File: config.mk
export PLATFORM = sky130hd
export DESIGN_NAME = dll_chain
export DESIGN_NICKNAME = d
export VERILOG_FILES = /design/src/dll_pkg.sv /design/src/dll_chain.sv
export VERILOG_INCLUDE_DIRS = /design/src
export SDC_FILE = /design/constraint.sdc
export NUM_CORES = 2
export LEC_CHECK = 0
export BUFFER_PORTS_ARGS = -buffer_cell sky130_fd_sc_hd__buf_2
export CORE_ASPECT_RATIO = 0.6
export CORE_MARGIN = 2
export CORE_UTILIZATION = 45
export DETAILED_ROUTE_END_ITERATION = 10
export PLACE_DENSITY = 0.61
export SETUP_SLACK_MARGIN = 0.15
export SLEW_MARGIN = 20
export SYNTH_ARGS = -nofsm -noshare
export SYNTH_HDL_FRONTEND = slang
export SYNTH_SLANG_ARGS = --single-unit
File: constraint.sdc
create_clock -name core_clk -period 9.33 [get_ports core_clk]
set_input_delay 0.933 -clock core_clk [delete_from_list [all_inputs] [get_ports core_clk]]
set_output_delay 0.933 -clock core_clk [all_outputs]
set_load 0.05 [all_outputs]
File: src/dll_consts.svh
/*
 Constants of the linked-list chaining DMA block: entry layout,
 configuration word fields, channel numbers, reset value and FIFO depth.
 Assumes it is included by its bare name, before the package.
*/
`ifndef DLL_CONSTS_SVH
`define DLL_CONSTS_SVH

// Words in one linked-list entry and index of the last one
`define DLL_ENTRY_WORDS   3'h5
`define DLL_ENTRY_LAST    3'h4

// Configuration word fields
`define DLL_CFG_SIZE_LSB  0
`define DLL_CFG_SIZE_MSB  1
`define DLL_CFG_SRC_LSB   4
`define DLL_CFG_SRC_MSB   7
`define DLL_CFG_DST_LSB   8
`define DLL_CFG_DST_MSB   11
`define DLL_CFG_PEN_BIT   12
`define DLL_CFG_PSEL_LSB  13
`define DLL_CFG_PSEL_MSB  17

// Default channel numbers of the pair
`define DLL_BH_CHANNEL    5'h00
`define DLL_LF_CHANNEL    5'h01

// Reset value and default FIFO depth
`define DLL_ZERO_WORD     32'h0000_0000
`define DLL_FIFO_DEPTH    32

`endif

File: src/dll_pkg.sv
/*
 Types of the linked-list chaining DMA block.
 Assumes dll_consts.svh sits in the same folder.
*/
`include "dll_consts.svh"

package dll_pkg;

   // Sequencer states
   typedef enum logic [1:0] {
      DLL_IDLE  = 2'b00,
      DLL_FETCH = 2'b01,
      DLL_BLOCK = 2'b10
   } dll_state_t;

   // Width of one data beat on the system bus
   typedef enum logic [1:0] {
      DLL_BYTE = 2'b00,
      DLL_HALF = 2'b01,
      DLL_WORD = 2'b10
   } dll_size_t;

endpackage

File: src/dll_chain.sv
/*
 Linked-list chained DMA pair: a list-following channel fetches five-word
 entries into the block-handling channel, which then moves one block
 under peripheral flow control and hands back to the list follower.
 Assumes a system bus slave that answers each request with bus_ack, and
 peripheral request lines synchronous to core_clk.
*/
// Summary of operation
// - Writing enable one starts the list-following channel.
// - Each fetch moves five words: four to block channel, one own source.
// - After its entry, list follower simply drops back to disabled.
// - Completion with partner enable set enables the named partner channel.
// - Block channel waits for peripheral requests unless memory-to-memory.
// - Count matching length clears count and sets completion status.
// - Block completion with partner enable restarts the list follower.
// - Last entry of length zero moves exactly one word, then completes.
// - Partner enable zero on completion ends the chain.
// - Non-zero peripheral select paces transfers by that peripheral's request.
// - With both selects non-zero, move only while both request.
`include "dll_consts.svh"
`timescale 1ns/1ps
`default_nettype none

////////////////////////////////////////////////////////////////////////////
// Data FIFO between the read and write halves of a block transfer
module dll_fifo #(
   parameter int W = 32,
   parameter int D = `DLL_FIFO_DEPTH
) (
   input  wire logic         core_clk,
   input  wire logic         sys_rst,
   input  wire logic         in_valid,
   output logic              in_ready,
   input  wire logic [W-1:0] in_data,
   output logic              out_valid,
   input  wire logic         out_ready,
   output logic [W-1:0]      out_data
);
   localparam int AW = $clog2(D);
   logic [W-1:0] mem_r [D];
   logic [AW-1:0] wptr_r, wptr_nxt, rptr_r, rptr_nxt;
   logic [AW:0]   cnt_r, cnt_nxt;
   logic          push, pop;

   // Honest flags straight from the occupancy count
   assign in_ready  = (cnt_r < (AW+1)'(D));
   assign out_valid = (cnt_r != '0);
   assign out_data  = mem_r[rptr_r];
   assign push      = in_valid && in_ready;
   assign pop       = out_valid && out_ready;

   // Pointer and count update
   always_comb begin
      wptr_nxt = push ? ((wptr_r == AW'(D-1)) ? '0 : wptr_r + 1'b1) : wptr_r;
      rptr_nxt = pop ? ((rptr_r == AW'(D-1)) ? '0 : rptr_r + 1'b1) : rptr_r;
      cnt_nxt  = cnt_r + (AW+1)'(push) - (AW+1)'(pop);
   end

   always_ff @(posedge core_clk) begin
      if (sys_rst) begin
         wptr_r <= '0;
         rptr_r <= '0;
         cnt_r  <= '0;
      end else begin
         wptr_r <= wptr_nxt;
         rptr_r <= rptr_nxt;
         cnt_r  <= cnt_nxt;
      end
   end

   // Storage needs no reset; nothing reads a slot before it is written
   always_ff @(posedge core_clk) begin
      if (push) begin
         mem_r[wptr_r] <= in_data;
      end
   end
endmodule

////////////////////////////////////////////////////////////////////////////
// Chained channel pair with one system bus master port
module dll_chain #(
   parameter logic [4:0] BH_CHANNEL = `DLL_BH_CHANNEL,
   parameter logic [4:0] LF_CHANNEL = `DLL_LF_CHANNEL,
   parameter int         FIFO_DEPTH = `DLL_FIFO_DEPTH
) (
   input  wire logic             core_clk,
   input  wire logic             sys_rst,
   input  wire logic             lf_enable_wr,
   input  wire logic [31:0]      lf_first_entry,
   input  wire logic             lf_partner_enable,
   input  wire logic [4:0]       lf_partner_channel_select,
   input  wire logic             bh_done_clr,
   input  wire logic             bh_done_mask,
   output logic                  bh_done_status,
   output logic                  bh_done_irq,
   output logic                  list_end,
   output dll_pkg::dll_state_t   chain_state,
   input  wire logic [15:0]      src_periph_req,
   input  wire logic [15:0]      dst_periph_req,
   output logic                  bus_req,
   output logic                  bus_write,
   output logic [31:0]           bus_addr,
   output dll_pkg::dll_size_t    bus_size,
   output logic [31:0]           bus_wdata,
   input  wire logic             bus_ack,
   input  wire logic [31:0]      bus_rdata
);
   import dll_pkg::*;

   dll_state_t  st_r, st_nxt;
   logic [31:0] lf_src_r, lf_src_nxt, bh_src_r, bh_src_nxt;
   logic [31:0] bh_dst_r, bh_dst_nxt, bh_len_r, bh_len_nxt;
   logic [31:0] bh_cfg_r, bh_cfg_nxt, rd_cnt_r, rd_cnt_nxt;
   logic [31:0] xfer_cnt_r, xfer_cnt_nxt;
   logic [31:0] addr_r, addr_nxt, wdata_r, wdata_nxt;
   logic [2:0]  word_r, word_nxt;
   logic        busy_r, busy_nxt, we_r, we_nxt, rd_done_r, rd_done_nxt;
   logic        stat_r, stat_nxt, end_r, end_nxt;
   logic        f_ready, f_valid, f_pop, f_push;
   logic [31:0] f_data;
   logic        src_ok, dst_ok, issue_rd, issue_wr, blk_done;
   logic [3:0]  src_sel, dst_sel;
   logic [31:0] step;

   // Pacing test for one side: zero select means memory, always ready
   function automatic logic periph_ok(input logic [3:0] sel,
                                      input logic [15:0] req);
      periph_ok = (sel == 4'h0) || req[sel];
   endfunction

   assign src_sel = bh_cfg_r[`DLL_CFG_SRC_MSB:`DLL_CFG_SRC_LSB];
   assign dst_sel = bh_cfg_r[`DLL_CFG_DST_MSB:`DLL_CFG_DST_LSB];
   // Both selected peripherals must request together for any beat
   assign src_ok = periph_ok(src_sel, src_periph_req)
                 && periph_ok(dst_sel, dst_periph_req);
   assign dst_ok = src_ok;
   assign step   = 32'h1 << bh_cfg_r[`DLL_CFG_SIZE_MSB:`DLL_CFG_SIZE_LSB];

   // Reads go first; writes issue once reads are done or the FIFO is full, and then win over reads
   assign issue_wr = (st_r == DLL_BLOCK) && !busy_r && f_valid && dst_ok
                   && (rd_done_r || !f_ready);
   assign issue_rd = (st_r == DLL_BLOCK) && !busy_r && !issue_wr
                   && !rd_done_r && f_ready && src_ok;
   assign f_pop    = issue_wr;
   assign f_push   = busy_r && !we_r && bus_ack && (st_r == DLL_BLOCK);
   assign blk_done = busy_r && we_r && bus_ack
                   && (xfer_cnt_r == bh_len_r);

   dll_fifo #(.W(32), .D(FIFO_DEPTH)) u_fifo (
      .core_clk  (core_clk),
      .sys_rst   (sys_rst),
      .in_valid  (f_push),
      .in_ready  (f_ready),
      .in_data   (bus_rdata),
      .out_valid (f_valid),
      .out_ready (f_pop),
      .out_data  (f_data)
   );

   ////////////////////////////////////////////////////////////////////////
   // Sequencer, working registers and bus beat next values
   always_comb begin
      st_nxt       = st_r;
      lf_src_nxt   = lf_src_r;
      bh_src_nxt   = bh_src_r;
      bh_dst_nxt   = bh_dst_r;
      bh_len_nxt   = bh_len_r;
      bh_cfg_nxt   = bh_cfg_r;
      rd_cnt_nxt   = rd_cnt_r;
      xfer_cnt_nxt = xfer_cnt_r;
      addr_nxt     = addr_r;
      wdata_nxt    = wdata_r;
      word_nxt     = word_r;
      busy_nxt     = busy_r;
      we_nxt       = we_r;
      rd_done_nxt  = rd_done_r;
      end_nxt      = 1'b0;
      // Hardware set wins over a clear in the same cycle
      stat_nxt     = blk_done || (stat_r && !bh_done_clr);
      case (st_r)
         DLL_IDLE: begin
            if (lf_enable_wr) begin
               lf_src_nxt = lf_first_entry;
               word_nxt   = 3'h0;
               st_nxt     = DLL_FETCH;
            end
         end
         DLL_FETCH: begin
            if (!busy_r) begin
               busy_nxt = 1'b1;
               we_nxt   = 1'b0;
               addr_nxt = lf_src_r + {27'h0, word_r, 2'b00};
            end else if (bus_ack) begin
               busy_nxt = 1'b0;
               word_nxt = word_r + 3'h1;
               // Fetched words land in working registers at once
               case (word_r)
                  3'h0: bh_src_nxt = bus_rdata;
                  3'h1: bh_dst_nxt = bus_rdata;
                  3'h2: bh_len_nxt = bus_rdata;
                  3'h3: bh_cfg_nxt = bus_rdata;
                  default: lf_src_nxt = bus_rdata;
               endcase
               if (word_r == `DLL_ENTRY_LAST) begin
                  rd_cnt_nxt   = '0;
                  xfer_cnt_nxt = '0;
                  rd_done_nxt  = 1'b0;
                  // Follower lapses to disabled; partner may start
                  st_nxt = (lf_partner_enable
                         && lf_partner_channel_select == BH_CHANNEL)
                         ? DLL_BLOCK : DLL_IDLE;
               end
            end
         end
         DLL_BLOCK: begin
            if (issue_rd) begin
               busy_nxt    = 1'b1;
               we_nxt      = 1'b0;
               addr_nxt    = bh_src_r;
               rd_done_nxt = (rd_cnt_r == bh_len_r);
               rd_cnt_nxt  = rd_cnt_r + 32'h1;
               if (src_sel == 4'h0) begin
                  bh_src_nxt = bh_src_r + step;
               end
            end else if (issue_wr) begin
               busy_nxt  = 1'b1;
               we_nxt    = 1'b1;
               addr_nxt  = bh_dst_r;
               wdata_nxt = f_data;
               if (dst_sel == 4'h0) begin
                  bh_dst_nxt = bh_dst_r + step;
               end
            end else if (busy_r && bus_ack) begin
               busy_nxt = 1'b0;
               if (we_r) begin
                  xfer_cnt_nxt = blk_done ? '0 : xfer_cnt_r + 32'h1;
               end
               if (blk_done) begin
                  if (bh_cfg_r[`DLL_CFG_PEN_BIT]
                      && bh_cfg_r[`DLL_CFG_PSEL_MSB:`DLL_CFG_PSEL_LSB]
                         == LF_CHANNEL) begin
                     word_nxt = 3'h0;
                     st_nxt   = DLL_FETCH;
                  end else begin
                     end_nxt = 1'b1;
                     st_nxt  = DLL_IDLE;
                  end
               end
            end
         end
         default: st_nxt = DLL_IDLE;
      endcase
   end

   // Register stage for the sequencer group
   always_ff @(posedge core_clk) begin
      if (sys_rst) begin
         st_r       <= DLL_IDLE;
         lf_src_r   <= `DLL_ZERO_WORD;
         bh_src_r   <= `DLL_ZERO_WORD;
         bh_dst_r   <= `DLL_ZERO_WORD;
         bh_len_r   <= `DLL_ZERO_WORD;
         bh_cfg_r   <= `DLL_ZERO_WORD;
         rd_cnt_r   <= `DLL_ZERO_WORD;
         xfer_cnt_r <= `DLL_ZERO_WORD;
         addr_r     <= `DLL_ZERO_WORD;
         wdata_r    <= `DLL_ZERO_WORD;
         word_r     <= 3'h0;
         busy_r     <= 1'b0;
         we_r       <= 1'b0;
         rd_done_r  <= 1'b0;
         stat_r     <= 1'b0;
         end_r      <= 1'b0;
      end else begin
         st_r       <= st_nxt;
         lf_src_r   <= lf_src_nxt;
         bh_src_r   <= bh_src_nxt;
         bh_dst_r   <= bh_dst_nxt;
         bh_len_r   <= bh_len_nxt;
         bh_cfg_r   <= bh_cfg_nxt;
         rd_cnt_r   <= rd_cnt_nxt;
         xfer_cnt_r <= xfer_cnt_nxt;
         addr_r     <= addr_nxt;
         wdata_r    <= wdata_nxt;
         word_r     <= word_nxt;
         busy_r     <= busy_nxt;
         we_r       <= we_nxt;
         rd_done_r  <= rd_done_nxt;
         stat_r     <= stat_nxt;
         end_r      <= end_nxt;
      end
   end

   // Outputs; entry fetches are always whole words
   assign bus_req        = busy_r;
   assign bus_write      = we_r;
   assign bus_addr       = addr_r;
   assign bus_wdata      = wdata_r;
   assign bus_size       = (st_r == DLL_BLOCK)
      ? dll_size_t'(bh_cfg_r[`DLL_CFG_SIZE_MSB:`DLL_CFG_SIZE_LSB]) : DLL_WORD;
   assign bh_done_status = stat_r;
   assign bh_done_irq    = stat_r && !bh_done_mask;
   assign list_end       = end_r;
   assign chain_state    = st_r;

   ////////////////////////////////////////////////////////////////////////
   // Checks
   start_fetch_a: assert property (@(posedge core_clk) disable iff (sys_rst)
      (st_r == DLL_IDLE && lf_enable_wr) |=> st_r == DLL_FETCH)
      else $error("enable write did not start the list follower");
   fetch_five_a: assert property (@(posedge core_clk) disable iff (sys_rst)
      (st_r == DLL_FETCH && busy_r && bus_ack && word_r == 3'h4)
      |=> st_r != DLL_FETCH && word_r == `DLL_ENTRY_WORDS)
      else $error("entry fetch did not end after five words");
   lf_lapse_a: assert property (@(posedge core_clk) disable iff (sys_rst)
      (st_r == DLL_FETCH && busy_r && bus_ack && word_r == 3'h4
       && !lf_partner_enable) |=> st_r == DLL_IDLE)
      else $error("list follower did not lapse to disabled");
   partner_on_a: assert property (@(posedge core_clk) disable iff (sys_rst)
      (st_r == DLL_FETCH && busy_r && bus_ack && word_r == 3'h4
       && lf_partner_enable && lf_partner_channel_select == BH_CHANNEL)
      |=> st_r == DLL_BLOCK && xfer_cnt_r == '0)
      else $error("block channel not enabled after fetch");
   done_status_a: assert property (@(posedge core_clk) disable iff (sys_rst)
      blk_done |=> stat_r && xfer_cnt_r == '0)
      else $error("completion status or count clear missing");
   relink_a: assert property (@(posedge core_clk) disable iff (sys_rst)
      (blk_done && bh_cfg_r[`DLL_CFG_PEN_BIT]
       && bh_cfg_r[`DLL_CFG_PSEL_MSB:`DLL_CFG_PSEL_LSB] == LF_CHANNEL)
      |=> st_r == DLL_FETCH ##1 busy_r && addr_r == lf_src_r)
      else $error("list follower not restarted after block");
   single_word_a: assert property (@(posedge core_clk) disable iff (sys_rst)
      (blk_done && bh_len_r == '0) |-> rd_cnt_r == 32'h1)
      else $error("extra read on a one-transfer block");
   chain_stop_a: assert property (@(posedge core_clk) disable iff (sys_rst)
      (blk_done && !bh_cfg_r[`DLL_CFG_PEN_BIT])
      |=> st_r == DLL_IDLE && list_end ##1 !list_end)
      else $error("chain did not stop on last entry");
   pace_a: assert property (@(posedge core_clk) disable iff (sys_rst)
      ($rose(busy_r) && $past(st_r) == DLL_BLOCK)
      |-> $past(periph_ok(src_sel, src_periph_req)))
      else $error("beat issued without peripheral request");
   both_req_a: assert property (@(posedge core_clk) disable iff (sys_rst)
      (issue_rd || issue_wr) && src_sel != 4'h0 && dst_sel != 4'h0
      |-> src_periph_req[src_sel] && dst_periph_req[dst_sel])
      else $error("peripheral pair moved without both requests");
endmodule

`default_nettype wire

==> impl_metrics.tcl <==
set metrics [dict create \
    timing.critical_path.from_type "flip-flop" \
    setup_slack_ns 4.632 \
    wl_per_cell_um 27.54 \
    die_h_um 275.3 \
    maximum_number_of_pins_on_one_net_before_global_route_repair 98 \
    clock_tree_from_tritoncts "yes" \
    io_pins 181 \
    netlist_instances 3543 \
    drive_gt1_share_pct 22.09 \
    netSwitchingFraction_pct 23.45 \
    cts-resized-gates 0 \
    period_share_pct 50.35 \
    worst_ep_arrival_time_ns 5.36 \
    fin_worst_hold_slack_ns 0.4521 \
    total_power_w 0.01223 \
    avgSynthCellArea_um2 15.58 \
    status "finished clean" \
    sequentialPowerShare_pct 53.2 \
    groute.usage.overall_pct 23.50 \
    postSynthNetCount 3692 \
    share_clk_of_total_power_pct 40.6 \
    clock_latency_ns 0.77 \
    detailroute.via_count 32630 \
    h-tree-depth 3 \
    grt_pass1_wl_um 214700 \
    top_ff_cell_synth "sky130_fd_sc_hd__edfxtp_1" \
    die_x_um 456.1 \
    critical_path.endpoint_type "flip-flop" \
    critPathKind "flip-flop to flip-flop" \
    place_congestion 0.8906 \
    post_synth_instance_area_um2 55180 \
    synthDominantCellAreaShare_pct 55.72 \
    ir_worst_vdd_mv 0.1750 \
    fin_skew_ns 0.06461 \
    yosys_register_bits 1322 \
    achievable-frequency_mhz 212.9 \
    data_required_time_of_the_worst_path_ns 9.99 \
    synth.cells.most_frequent "sky130_fd_sc_hd__edfxtp_1, sky130_fd_sc_hd__mux4_2, sky130_fd_sc_hd__dfxtp_1" \
    yosysUniqueCellTypes 81 \
    total_clock_sinks 1322 \
    root_buffer "sky130_fd_sc_hd__clkbuf_16" \
    final_report_hold_violation_count 0 \
    logic_gate_share_of_total_power_pct 6.2 \
    total_switching_power_w 0.002869 \
    clk_pin_slew_worst_paths_ns 0.07 \
    critical_path_fanouts_max 47 \
    slew_viols_final 0 \
    first_drt_pass_iteration_count 6 \
    dieArea_um2 125500 \
    multi_input_comb_area_um2 17660 \
    timing.slew.headroom_pct 30.97 \
    grt_setup_unrepaired "no" \
    maxCapViolations 0 \
    min_path_type "flip-flop to flip-flop" \
    layout.nets 3853 \
    sequential_cell_area_um2 36730 \
    rows 99 \
    detailed_route_iter0_violations 4159 \
    io_buffer_count 179 \
    yosys_warnings 0 \
    start_util_pct 45.37 \
    gr-total-overflow 0 \
    drt_drc_violations_left 0 \
    regToRegStartpoint "chain_state[1]$_SDFFE_PP0P_" \
    totalWireLength_um 149300 \
    fillers 10010 \
    async_flop_share_pct 0 \
    core_region_area_um2 121600 \
    critPathLaunch "chain_state[1]$_SDFFE_PP0P_" \
    detailedPlacementHpwl_um 88720 \
    cts_buffers 118 \
    preCtsSetupSlack_ns 4.793 \
    cts.repair_timing.setup_buffer_count 0 \
    synthDominantAreaCellType "sky130_fd_sc_hd__edfxtp_1" \
    power_report.internal_total_w 0.009364 \
    power.density_nw_per_um2 197.0 \
    transition_time_at_the_pin_with_the_least_slew_margin_ns 1.035 \
    min_from "bus_addr[27]$_SDFFE_PP0P_" \
    first_global_vias 30450 \
    synth.yosys.seq_area_share_pct 66.53 \
    final_antenna_net_count 0 \
    ctsLongestPathBuffers 3 \
    route.detailed.vias_per_inst 6.020 \
    syn_to_final_growth_pct 12.55 \
    antenna_violations_before_repair 11 \
    finalWorstPathRequiredPeriod_ns 4.698 \
    postCtsHoldBufs 0 \
    synth_most_common_cell "sky130_fd_sc_hd__edfxtp_1" \
    timing.final.setup_violations 0 \
    finalCoreUtilization_pct 51.06 \
    yosys-top-cells-area "sky130_fd_sc_hd__edfxtp_1, sky130_fd_sc_hd__mux4_2, sky130_fd_sc_hd__dfxtp_1" \
    leakagePower_nw 19.33 \
    synth_edf_count 1024 \
    setup_total_negative_slack_ns 0 \
]
-- cell type report --
| class | instances | area share [%] |
|---|---|---|
| sequential | 1322 | 59.14 |
| multi-input combinational | 1946 | 28.44 |
| clock buffer | 145 | 5.062 |
| tap | 1616 | 3.255 |
| timing repair buffer | 259 | 2.470 |
| clock inverter | 69 | 1.265 |
| inverter | 57 | 0.3445 |
| antenna | 6 | 0.02417 |
-- worst max-delay path: stages (launching register included) --
cell and delay (ns):
sky130_fd_sc_hd__dfxtp_1 0.38, sky130_fd_sc_hd__inv_1 0.11, sky130_fd_sc_hd__ha_2 0.16, sky130_fd_sc_hd__buf_4 0.60, sky130_fd_sc_hd__and4b_1 0.45, sky130_fd_sc_hd__a22o_1 0.44
sky130_fd_sc_hd__nand3_1 0.52, sky130_fd_sc_hd__a2111oi_4 1.03, sky130_fd_sc_hd__nor2_1 0.16, sky130_fd_sc_hd__buf_4 0.29, sky130_fd_sc_hd__or3_1 0.37, sky130_fd_sc_hd__o41ai_1 0.06
-- routing by layer --
layer	track usage (%)	up-vias	share of wire, %
li1	-	14210	-
met1	37.69	16740	47
met2	32.00	1501	41
met3	5.905	181	10
met4	4.922	2	1.8
met5	0	-	0.0087
-- state kept, by name, indices dropped and copies added, names as in the netlist, 2 cells and up --
| register | cells |
|---|---|
| u_fifo.mem_r | 1024 |
| chain_state | 2 |
| rd_cnt_r | 32 |
| bus_addr | 32 |
| xfer_cnt_r | 32 |
| lf_src_r | 32 |
| bh_src_r | 32 |
| word_r | 3 |
| bh_cfg_r | 16 |
| bh_len_r | 32 |
| u_fifo.cnt_r | 6 |
| u_fifo.rptr_r | 5 |
| bh_dst_r | 32 |
| u_fifo.wptr_r | 5 |
| bus_wdata | 32 |
-- per-stage QoR --
step | std cells | cell area (µm²)
after floorplan | 3543 | 55180
after global placement | 5200 | 58160
after detailed placement | 5200 | 58160
after CTS | 5414 | 62090
after global routing | 5416 | 62100
final | 5420 | 62110
-- placed cells by master (no fill, tap or decap), types with 26 or more instances in the layout --
cell	instances
sky130_fd_sc_hd__nor2_1	229
sky130_fd_sc_hd__buf_4	79
sky130_fd_sc_hd__nor2b_1	26
sky130_fd_sc_hd__buf_2	177
sky130_fd_sc_hd__inv_1	54
sky130_fd_sc_hd__nand3_1	71
sky130_fd_sc_hd__a211oi_1	100
sky130_fd_sc_hd__xor2_1	57
sky130_fd_sc_hd__dfxtp_1	293
sky130_fd_sc_hd__a21oi_1	182
sky130_fd_sc_hd__nor3_1	35
sky130_fd_sc_hd__clkbuf_16	118
sky130_fd_sc_hd__mux2i_1	91
sky130_fd_sc_hd__o21ai_0	73
sky130_fd_sc_hd__ha_1	35
sky130_fd_sc_hd__xnor2_1	89
sky130_fd_sc_hd__nand4_1	43
sky130_fd_sc_hd__and3_1	30
sky130_fd_sc_hd__nor2_4	26
sky130_fd_sc_hd__nand2_1	234
sky130_fd_sc_hd__mux4_2	324
sky130_fd_sc_hd__edfxtp_1	1024
-- kinds of logic (layout without fill, tap and decap cells) --
family	count (synthesis)	in the layout	share of synthesized area, %
simple gates	831	831	7.231
compound gates	510	510	5.993
xor+xnor	146	146	2.317
mux	418	418	14.94
fa+ha+maj	41	41	0.9840
buf+inv	275	530	2.007
flops	1322	1322	66.53
other cells	0	6	0
-- power groups by stage --
stage | Sequential, W | Combinational (W) | Clock (W)
2_1_floorplan | 0.00670 | 0.000402 | 0
3_3_place_gp | 0.00663 | 0.000741 | 0
3_5_place_dp | 0.00664 | 0.000750 | 0
4_1_cts | 0.00651 | 0.000752 | 0.00507
5_1_grt | 0.00652 | 0.000832 | 0.00529
6_report | 0.00651 | 0.000757 | 0.00497
-- worst paths after layout --
| check | endpoint | slack (ns) | depth (start not counted) |
|---|---|---|---|
| max | bh_src_r[9]$_SDFFE_PP0P_ | 4.63 | 11 |
| min | bus_addr[27]$_SDFFE_PP0P_ | 0.45 | 2 |
| max reg2reg | bh_src_r[9]$_SDFFE_PP0P_ | 4.63 | 11 |
| min reg2reg | bus_addr[27]$_SDFFE_PP0P_ | 0.45 | 2 |
No activity file was read; power rests on OpenSTA's default activity.
